$ cat src/pkg/mon_pkg.sv
// Shared constants and types for the monitor converter sequencer and interrupt logic.
package mon_pkg;

    // Converter channel and result geometry.
    localparam int NCH      = 8;
    localparam int CH_W     = 3;
    localparam int RES_W    = 16;
    localparam int SAMPLE_W = 2;
    localparam int THERM_W  = 3;
    localparam logic [RES_W-1:0] RESULT_RST = 16'h0000;

    // Interrupt source positions in the live status vector.
    localparam int NSRC         = 8;
    localparam int SRC_PG_ON    = 0;
    localparam int SRC_PG_OFF   = 1;
    localparam int SRC_ICL      = 2;
    localparam int SRC_VCL      = 3;
    localparam int SRC_WDOG     = 4;
    localparam int SRC_THERM    = 5;
    localparam int SRC_THERMAL_SHUTDOWN_EVENT    = 6;
    localparam int SRC_DONE     = 7;

    // Live status after reset: supply not good, so the removed source reads high.
    localparam logic [NSRC-1:0] IRQ_STAT_RST = 8'h02;

    // Interrupt pulse width, as a time and as a count of clock cycles.
    localparam int CLK_MHZ       = 200;
    localparam int INT_PULSE_US  = 256;
    localparam int INT_PULSE_CYC = INT_PULSE_US * CLK_MHZ;
    localparam int PULSE_W       = 16;

    // Sequencer states.
    typedef enum logic [1:0] {
        SEQ_IDLE,
        SEQ_WAIT
    } seq_state_t;

endpackage

$ cat src/pkg/irq_bank_if.sv
// Carrier between the sequencer top and its sticky flag bank.
`timescale 1ns/1ps
interface irq_bank_if;
    import mon_pkg::*;

    logic [NSRC-1:0] status;
    logic [NSRC-1:0] mask;
    logic [NSRC-1:0] hold;
    logic            read;
    logic [NSRC-1:0] flags;
    logic [NSRC-1:0] rdata;
    logic            event_hit;

    modport ctl  (output status, mask, hold, read, input flags, rdata, event_hit);
    modport bank (input status, mask, hold, read, output flags, rdata, event_hit);
endinterface

$ cat src/core/irq_flag_bank.sv
// Edge detection, sticky clear-on-read flags and masked event generation.
`timescale 1ns/1ps
module irq_flag_bank
    import mon_pkg::*;
(
    // Clock and reset.
    input  wire logic mclk,
    input  wire logic srst,
    // Link to the sequencer top.
    irq_bank_if.bank  b
);

    logic [NSRC-1:0] prev_ff;
    logic [NSRC-1:0] flag_ff;
    logic [NSRC-1:0] rdata_ff;
    logic            event_ff;
    logic [NSRC-1:0] rise;

    // Rising edges of the live status bits.
    assign rise = b.status & ~prev_ff;

    // Previous status, reset to the status reset value so no edge appears at start.
    always_ff @(posedge mclk) begin
        if (srst) begin
            prev_ff <= IRQ_STAT_RST;
        end else begin
            prev_ff <= b.status;
        end
    end

    // One sticky flag per source; a new edge wins over a read in the same cycle.
    for (genvar i = 0; i < NSRC; i++) begin : g_flag
        always_ff @(posedge mclk) begin
            if (srst) begin
                flag_ff[i] <= 1'b0;
            end else if (rise[i]) begin
                flag_ff[i] <= 1'b1;
            end else if (b.read && !b.hold[i]) begin
                flag_ff[i] <= 1'b0;
            end
        end
    end

    // Snapshot of the flags returned to the host on a read.
    always_ff @(posedge mclk) begin
        if (srst) begin
            rdata_ff <= '0;
        end else if (b.read) begin
            rdata_ff <= flag_ff;
        end
    end

    // Masked sources never raise an event.
    always_ff @(posedge mclk) begin
        if (srst) begin
            event_ff <= 1'b0;
        end else begin
            event_ff <= |(rise & ~b.mask);
        end
    end

    assign b.flags     = flag_ff;
    assign b.rdata     = rdata_ff;
    assign b.event_hit = event_ff;

endmodule

$ cat src/core/monitor_adc_status_interrupt.sv
// Monitor converter sequencer, supply-good indicator and host interrupt pulse.
`timescale 1ns/1ps
module monitor_adc_status_interrupt
    import mon_pkg::*;
#(
    parameter int PULSE_CYC = INT_PULSE_CYC
)
(
    // Clock and reset.
    input  wire logic                mclk,
    input  wire logic                srst,
    // Supply-valid conditions.
    input  wire logic                in_supply_valid,
    input  wire logic                batt_supply_valid,
    // Converter control from software.
    input  wire logic                adc_run_wr,
    input  wire logic                adc_run_wdata,
    input  wire logic                rate_oneshot,
    input  wire logic [SAMPLE_W-1:0] sample_sel,
    input  wire logic [NCH-1:0]      chan_disable,
    output logic                     adc_run,
    // Analog converter handshake.
    output logic                     conv_start,
    output logic [CH_W-1:0]          conv_chan,
    output logic [SAMPLE_W-1:0]      conv_sample,
    input  wire logic                conv_valid,
    input  wire logic [RES_W-1:0]    conv_data,
    // Result read port.
    input  wire logic [CH_W-1:0]     result_sel,
    output logic [RES_W-1:0]         result_data,
    // Supply-good indicator.
    input  wire logic                input_in_window,
    input  wire logic                input_under_comparator,
    input  wire logic                input_over_comparator,
    input  wire logic                power_stage_off_mode,
    input  wire logic                supply_good_pin_detach,
    input  wire logic                indicator_force_low,
    output logic                     supply_good_live,
    output logic                     supply_good_pin_n,
    // Interrupt sources, masks and flags.
    input  wire logic                input_current_limit,
    input  wire logic                input_voltage_limit,
    input  wire logic                watchdog_expired,
    input  wire logic [THERM_W-1:0]  thermistor_state,
    input  wire logic                thermal_shutdown_event,
    input  wire logic [NSRC-1:0]     irq_mask,
    input  wire logic                flag_read,
    output logic [NSRC-1:0]          irq_status,
    output logic [NSRC-1:0]          irq_flags,
    output logic [NSRC-1:0]          flag_rdata,
    output logic                     int_pin_n
);

    localparam logic [PULSE_W-1:0] PULSE_LOAD = PULSE_W'(PULSE_CYC);

    seq_state_t            state_ff;
    logic                  run_ff;
    logic                  start_ff;
    logic [CH_W-1:0]       chan_ff;
    logic [SAMPLE_W-1:0]   sample_ff;
    logic                  done_stat_ff;
    logic [RES_W-1:0]      res_mem [NCH];
    logic [RES_W-1:0]      result_ff;
    logic                  good_ff;
    logic                  pin_n_ff;
    logic [THERM_W-1:0]    therm_prev_ff;
    logic [NSRC-1:0]       status_ff;
    logic [PULSE_W-1:0]    pulse_cnt_ff;
    logic                  int_n_ff;

    logic                  seq_go;
    logic                  all_off;
    logic [CH_W:0]         first_hit;
    logic [CH_W:0]         next_hit;
    logic                  meas_done;
    logic                  cycle_end;

    irq_bank_if ifc ();

    // Lowest enabled channel at or above a start index; top bit flags a hit.
    function automatic logic [CH_W:0] find_ch(input logic [NCH-1:0] dis,
                                              input logic [CH_W:0]  from);
        logic [CH_W:0] r;
        r = '0;
        for (int i = NCH - 1; i >= 0; i--) begin
            if (!dis[i] && (i >= int'(from))) begin
                r = {1'b1, CH_W'(i)};
            end
        end
        return r;
    endfunction

    // Sequencing conditions derived from the run bit, supplies and channel mask.
    assign seq_go    = run_ff && (in_supply_valid || batt_supply_valid);
    assign all_off   = &chan_disable;
    assign first_hit = find_ch(chan_disable, '0);
    assign next_hit  = find_ch(chan_disable, {1'b0, chan_ff} + (CH_W+1)'(1));
    assign meas_done = (state_ff == SEQ_WAIT) && seq_go && conv_valid;
    assign cycle_end = meas_done && !next_hit[CH_W];

    // Run bit: software writes win; in one-shot mode only, hardware clears it at cycle end or all-off.
    always_ff @(posedge mclk) begin
        if (srst) begin
            run_ff <= 1'b0;
        end else if (adc_run_wr) begin
            run_ff <= adc_run_wdata;
        end else if (run_ff && rate_oneshot && cycle_end) begin
            run_ff <= 1'b0;
        end else if (run_ff && rate_oneshot && all_off && state_ff != SEQ_WAIT) begin
            run_ff <= 1'b0;
        end
    end

    // Channel walk: start a measurement, wait for it, move to the next channel.
    always_ff @(posedge mclk) begin
        if (srst) begin
            state_ff <= SEQ_IDLE;
            start_ff <= 1'b0;
            chan_ff  <= '0;
        end else begin
            start_ff <= 1'b0;
            unique case (state_ff)
                SEQ_IDLE: begin
                    if (seq_go && first_hit[CH_W]) begin
                        chan_ff  <= first_hit[CH_W-1:0];
                        start_ff <= 1'b1;
                        state_ff <= SEQ_WAIT;
                    end
                end
                SEQ_WAIT: begin
                    if (!seq_go) begin
                        state_ff <= SEQ_IDLE;
                    end else if (conv_valid) begin
                        if (next_hit[CH_W]) begin
                            chan_ff  <= next_hit[CH_W-1:0];
                            start_ff <= 1'b1;
                        end else if (!rate_oneshot && first_hit[CH_W]) begin
                            chan_ff  <= first_hit[CH_W-1:0];
                            start_ff <= 1'b1;
                        end else begin
                            state_ff <= SEQ_IDLE;
                        end
                    end
                end
            endcase
        end
    end

    // Sample field is handed to the converter from a register.
    always_ff @(posedge mclk) begin
        if (srst) begin
            sample_ff <= '0;
        end else begin
            sample_ff <= sample_sel;
        end
    end

    // Result store: only finished measurements overwrite, others keep old values.
    always_ff @(posedge mclk) begin
        if (srst) begin
            for (int i = 0; i < NCH; i++) begin
                res_mem[i] <= RESULT_RST;
            end
        end else if (meas_done) begin
            res_mem[chan_ff] <= conv_data;
        end
    end

    // Registered result read port.
    always_ff @(posedge mclk) begin
        if (srst) begin
            result_ff <= RESULT_RST;
        end else begin
            result_ff <= res_mem[result_sel];
        end
    end

    // Done status: set at one-shot end, zero in continuous, cleared on a new start.
    always_ff @(posedge mclk) begin
        if (srst) begin
            done_stat_ff <= 1'b0;
        end else if (!rate_oneshot) begin
            done_stat_ff <= 1'b0;
        end else if (adc_run_wr && adc_run_wdata) begin
            done_stat_ff <= 1'b0;
        end else if (run_ff && cycle_end) begin
            done_stat_ff <= 1'b1;
        end
    end

    // Supply-good status and the active-low indicator pin.
    always_ff @(posedge mclk) begin
        if (srst) begin
            good_ff  <= 1'b0;
            pin_n_ff <= 1'b1;
        end else begin
            good_ff <= input_in_window && input_under_comparator
                       && input_over_comparator && !power_stage_off_mode;
            if (supply_good_pin_detach) begin
                pin_n_ff <= !indicator_force_low;
            end else begin
                pin_n_ff <= !good_ff;
            end
        end
    end

    // Previous thermistor state, used to see any change of state.
    always_ff @(posedge mclk) begin
        if (srst) begin
            therm_prev_ff <= '0;
        end else begin
            therm_prev_ff <= thermistor_state;
        end
    end

    // Live status of every interrupt source.
    always_ff @(posedge mclk) begin
        if (srst) begin
            status_ff <= IRQ_STAT_RST;
        end else begin
            status_ff[SRC_PG_ON]  <= good_ff;
            status_ff[SRC_PG_OFF] <= !good_ff;
            status_ff[SRC_ICL]    <= input_current_limit;
            status_ff[SRC_VCL]    <= input_voltage_limit;
            status_ff[SRC_WDOG]   <= watchdog_expired;
            status_ff[SRC_THERM]  <= thermistor_state != therm_prev_ff;
            status_ff[SRC_THERMAL_SHUTDOWN_EVENT]  <= thermal_shutdown_event;
            status_ff[SRC_DONE]   <= done_stat_ff;
        end
    end

    // Hand the status, masks and read strobe to the flag bank.
    always_comb begin
        ifc.status         = status_ff;
        ifc.mask           = irq_mask;
        ifc.read           = flag_read;
        ifc.hold           = '0;
        ifc.hold[SRC_DONE] = !rate_oneshot;
    end

    irq_flag_bank u_flags (
        .mclk (mclk),
        .srst (srst),
        .b    (ifc.bank)
    );

    // Interrupt pulse: one fixed-width low pulse; events during it are merged.
    always_ff @(posedge mclk) begin
        if (srst) begin
            pulse_cnt_ff <= '0;
            int_n_ff     <= 1'b1;
        end else if (pulse_cnt_ff != '0) begin
            pulse_cnt_ff <= pulse_cnt_ff - PULSE_W'(1);
            if (pulse_cnt_ff == PULSE_W'(1)) begin
                int_n_ff <= 1'b1;
            end
        end else if (ifc.event_hit) begin
            pulse_cnt_ff <= PULSE_LOAD;
            int_n_ff     <= 1'b0;
        end
    end

    // Outputs straight from their registers.
    assign adc_run           = run_ff;
    assign conv_start        = start_ff;
    assign conv_chan         = chan_ff;
    assign conv_sample       = sample_ff;
    assign result_data       = result_ff;
    assign supply_good_live  = good_ff;
    assign supply_good_pin_n = pin_n_ff;
    assign irq_status        = status_ff;
    assign irq_flags         = ifc.flags;
    assign flag_rdata        = ifc.rdata;
    assign int_pin_n         = int_n_ff;

endmodule

$ cat config.mk
export PLATFORM = sky130hd
export DESIGN_NAME = monitor_adc_status_interrupt
export DESIGN_NICKNAME = d
export VERILOG_FILES = /design/src/pkg/mon_pkg.sv /design/src/pkg/irq_bank_if.sv /design/src/core/irq_flag_bank.sv /design/src/core/monitor_adc_status_interrupt.sv
export SDC_FILE = /design/constraint.sdc
export NUM_CORES = 1
export LEC_CHECK = 0
export BUFFER_PORTS_ARGS = -buffer_cell sky130_fd_sc_hd__buf_2
export CAP_MARGIN = 5
export CELL_PAD_IN_SITES_DETAIL_PLACEMENT = 1
export CELL_PAD_IN_SITES_GLOBAL_PLACEMENT = 2
export CORE_UTILIZATION = 40
export DETAILED_ROUTE_END_ITERATION = 7
export PLACE_DENSITY = 0.84
export SYNTH_ARGS = -nofsm -noshare
export SYNTH_HDL_FRONTEND = slang
export SYNTH_SLANG_ARGS = --single-unit
$ cat constraint.sdc
create_clock -name mclk -period 3.38 [get_ports mclk]
set_clock_uncertainty 0.05 [all_clocks]
set_input_delay 0.676 -clock mclk [delete_from_list [all_inputs] [get_ports mclk]]
set_output_delay 0.676 -clock mclk [all_outputs]
set_load 0.02 [all_outputs]
==> summary.txt <==
Row cnt: 54
Critical path class: flop to flop
Drt initial violations: 328
Initial Util: 0.4078
Mapped Avg Cell Area: 13.09 µm²
Post-layout min period: 2.792 ns
CTS resizes: 0
Pleak: 4.238 nW
Wire per inst: 20.81 µm
GRT Overall Usage: 0.2050
I/O pin cnt: 109
Critical Path RT: 3.75 ns
Inserted Clock Buffers: 24
Final Max Slew Viols: 0
Post-Syn Area: 8899 µm²
Largest net degree at the start of global routing: 73
Die Y: 151.2 µm
Worst-path cell chain: inv_1, ha_1, nor2b_1, a31oi_1, nand3b_2, o31ai_1, nand2_1, a311oi_1
Vias/cell: 5.330
Syn_nets: 744
Top-count cell post-synth: and2_1
Die area: 22850 µm²
Max incr delay on CP: 0.61 ns
Initial antenna violation count: 2
CP Depth: 8
Share of the synthesized area in the top cell type: 0.4319
Final #Nets: 861
Hold WC Path Type: input pin to flop
Post-Synth XOR/XNOR Area: 0.01083
Core Util, Final: 0.4860
Synth warn: 0
Total clock sinks: 208
PD cells: 628.0 nW/µm²
Worst-Skew Late Latency: 0.51 ns
RSZ-0062 raised after global routing: no
Total iterations of the first detailed-routing run: 4
R2R depth: 8
# Post-CTS Setup Buffers: 0
Max rail drop VDD: 0.3730 mV
Crit start category: flop
Hold path depth: 2
Setup TNS: 0 ns
Final Wtd Congestion: 0.7850
Number of enable flip-flop cells after synthesis: 128
Final Setup Violations: 0
CTS Root Cell: clkbuf_16
Measured slew at the worst slew-check pin: 0.7814 ns
Post-synthesis sequential area ratio: 0.6119
Worst-path clk slew: 0.06 ns
Adder-Cell Fraction of Synth Area: 0.007030
Slowest stage cell, crit path: dfxtp_1
Slew headroom: 0.4791
Area leader, netlist: edfxtp_1
CTS Hold Bufs: 0
Post-synthesis compound-gate area fraction: 0.05329
Synth top area cells: edfxtp_1 43%, dfxtp_1 18%, and2_1 9.1%
CP Data Arrival Time: 3.16 ns
Final Hold Vio Count: 0
Synth Instances: 680
Synth unique cells: 64
Outcome: finished clean
Max cap viols: 0
First-pass GRT wire length: 34.83 mm
Final hold slack: 0.3197 ns
Async SR Flop Fraction: 0
Crit path max-delay family: compound AO/OA/AOI/OAI gates
Total gr overflow: 0
Primary FF master, synth: edfxtp_1
Detail Route Antenna Nets: 0
Worst path buffer plus inverter count: 1
Core footprint: 21820 µm²
Die width: 151.2 µm
Drt drc: 0
Port-buffer cells: 108
Layout cells sized above 1: 0.2540
Area delta synth->final: 19.18%
Most frequent cells after synthesis: 129 x and2_1, 128 x edfxtp_1, 80 x dfxtp_1
Fmax: 0.3581 GHz
Final WL: 22.83 mm
HPWL Detailed: 14.71 mm
Mux cell area share after synthesis: 0.1116
H-tree Lvls: 1
Largest family of logic cells by synthesized area: simple AND/OR/NAND/NOR gates
Synth Register Bits: 208
Vias in the first global route: 6176
Setup crit end kind: flop
Post-Synth Simple-Gate Area: 0.1834
Largest buffer count on any clock path: 3
Fin crit share: 0.8262
TritonCTS clock tree: done
Design Power: 6.660 mW
Vias after detailed routing: 5847
Critical path fanouts, max: 13
report_power, final:
group	leakage [nW]	switching (mW)	total, mW	internal [mW]
clock	0.410	1.01	2.67	1.66
combinational	1.85	0.568	1.00	0.434
sequential	1.97	0.133	2.99	2.86
total	4.24	1.71	6.66	4.95
cell type report:
cell class | instances | area (µm²)
clock inverter | 6 | 53.80
tap | 280 | 350.3
timing repair buffer | 123 | 653.1
clock buffer | 38 | 779.5
antenna | 2 | 5.005
multi-input combinational | 424 | 3258
fill | 2291 | 11220
sequential | 208 | 5445
inverter | 16 | 60.06
routing by layer:
layer / GRT usage / wire length (µm) / vias up
met3: 0.03464 / 1168 / 35
met1: 0.2482 / 9389 / 2959
li1: - / - / 2698
met2: 0.3697 / 11770 / 155
met5: 0 / 0 / -
met4: 0.06450 / 493 / 0
registers in the layout, indices dropped and copies added (netlist names):
signal	flops
therm_prev_ff	3
pulse_cnt_ff	16
int_pin_n	1
adc_run	1
result_data	16
supply_good_live	1
u_flags.b.event_hit	1
u_flags.prev_ff	8
res_mem	128
conv_start	1
conv_chan	3
supply_good_pin_n	1
conv_sample	2
u_flags.b.rdata	8
irq_status	8
u_flags.b.flags	8
state_ff	1
done_stat_ff	1
cell usage in the layout (no fill, tap or decap), drive strengths merged, types with 3 or more instances in the layout:
cell type	netlist	layout
mux4	32	32
nor4	3	3
xnor2	9	9
and2	129	129
edfxtp	128	128
o22ai	3	3
nand2	12	12
or4	3	3
dfxtp	80	80
buf	8	123
or3	4	4
a21o	3	3
nand2b	14	14
clkinv	0	4
mux2i	25	25
inv	16	17
ha	5	5
nor3	14	14
a211o	3	3
nand4	3	3
clkbuf	24	38
nor3b	6	6
nor2b	22	22
a21oi	19	19
or2	7	7
o21ai	8	8
a311oi	4	4
nand3	7	7
nor2	52	52
path summary, 6_finish.rpt:
kind                        endpoint  slack (ns)          start
hold reg to reg   u_flags.prev_ff[5]        0.43  irq_status[5]
hold / removal        conv_sample[1]        0.32  sample_sel[1]
setup reg to reg        conv_chan[1]        0.59   conv_chan[1]
setup / recovery        conv_chan[1]        0.59   conv_chan[1]
per-stage QoR:
step                std cells  instance area, µm²  setup WS [ns]
floorplan                 680                8899         0.5314
global placement         1051                9767         0.7770
detailed placement       1051                9767         0.6478
CTS                      1095               10600         0.5927
global route             1095               10600         0.3270
finish                   1097               10610         0.5875
kinds of logic (layout without fill, tap and decap cells):
kind of cell,Yosys count,after routing
and+or+nand+nor,283,283
DFF,208,208
AOI/OAI and AO/OA,66,66
muxes,59,59
buffers and inverters,48,183
xor gates and xnor gates,11,11
adders and majority gates,5,5
other,0,2
Note: power is estimated with default switching activity, not from simulation.
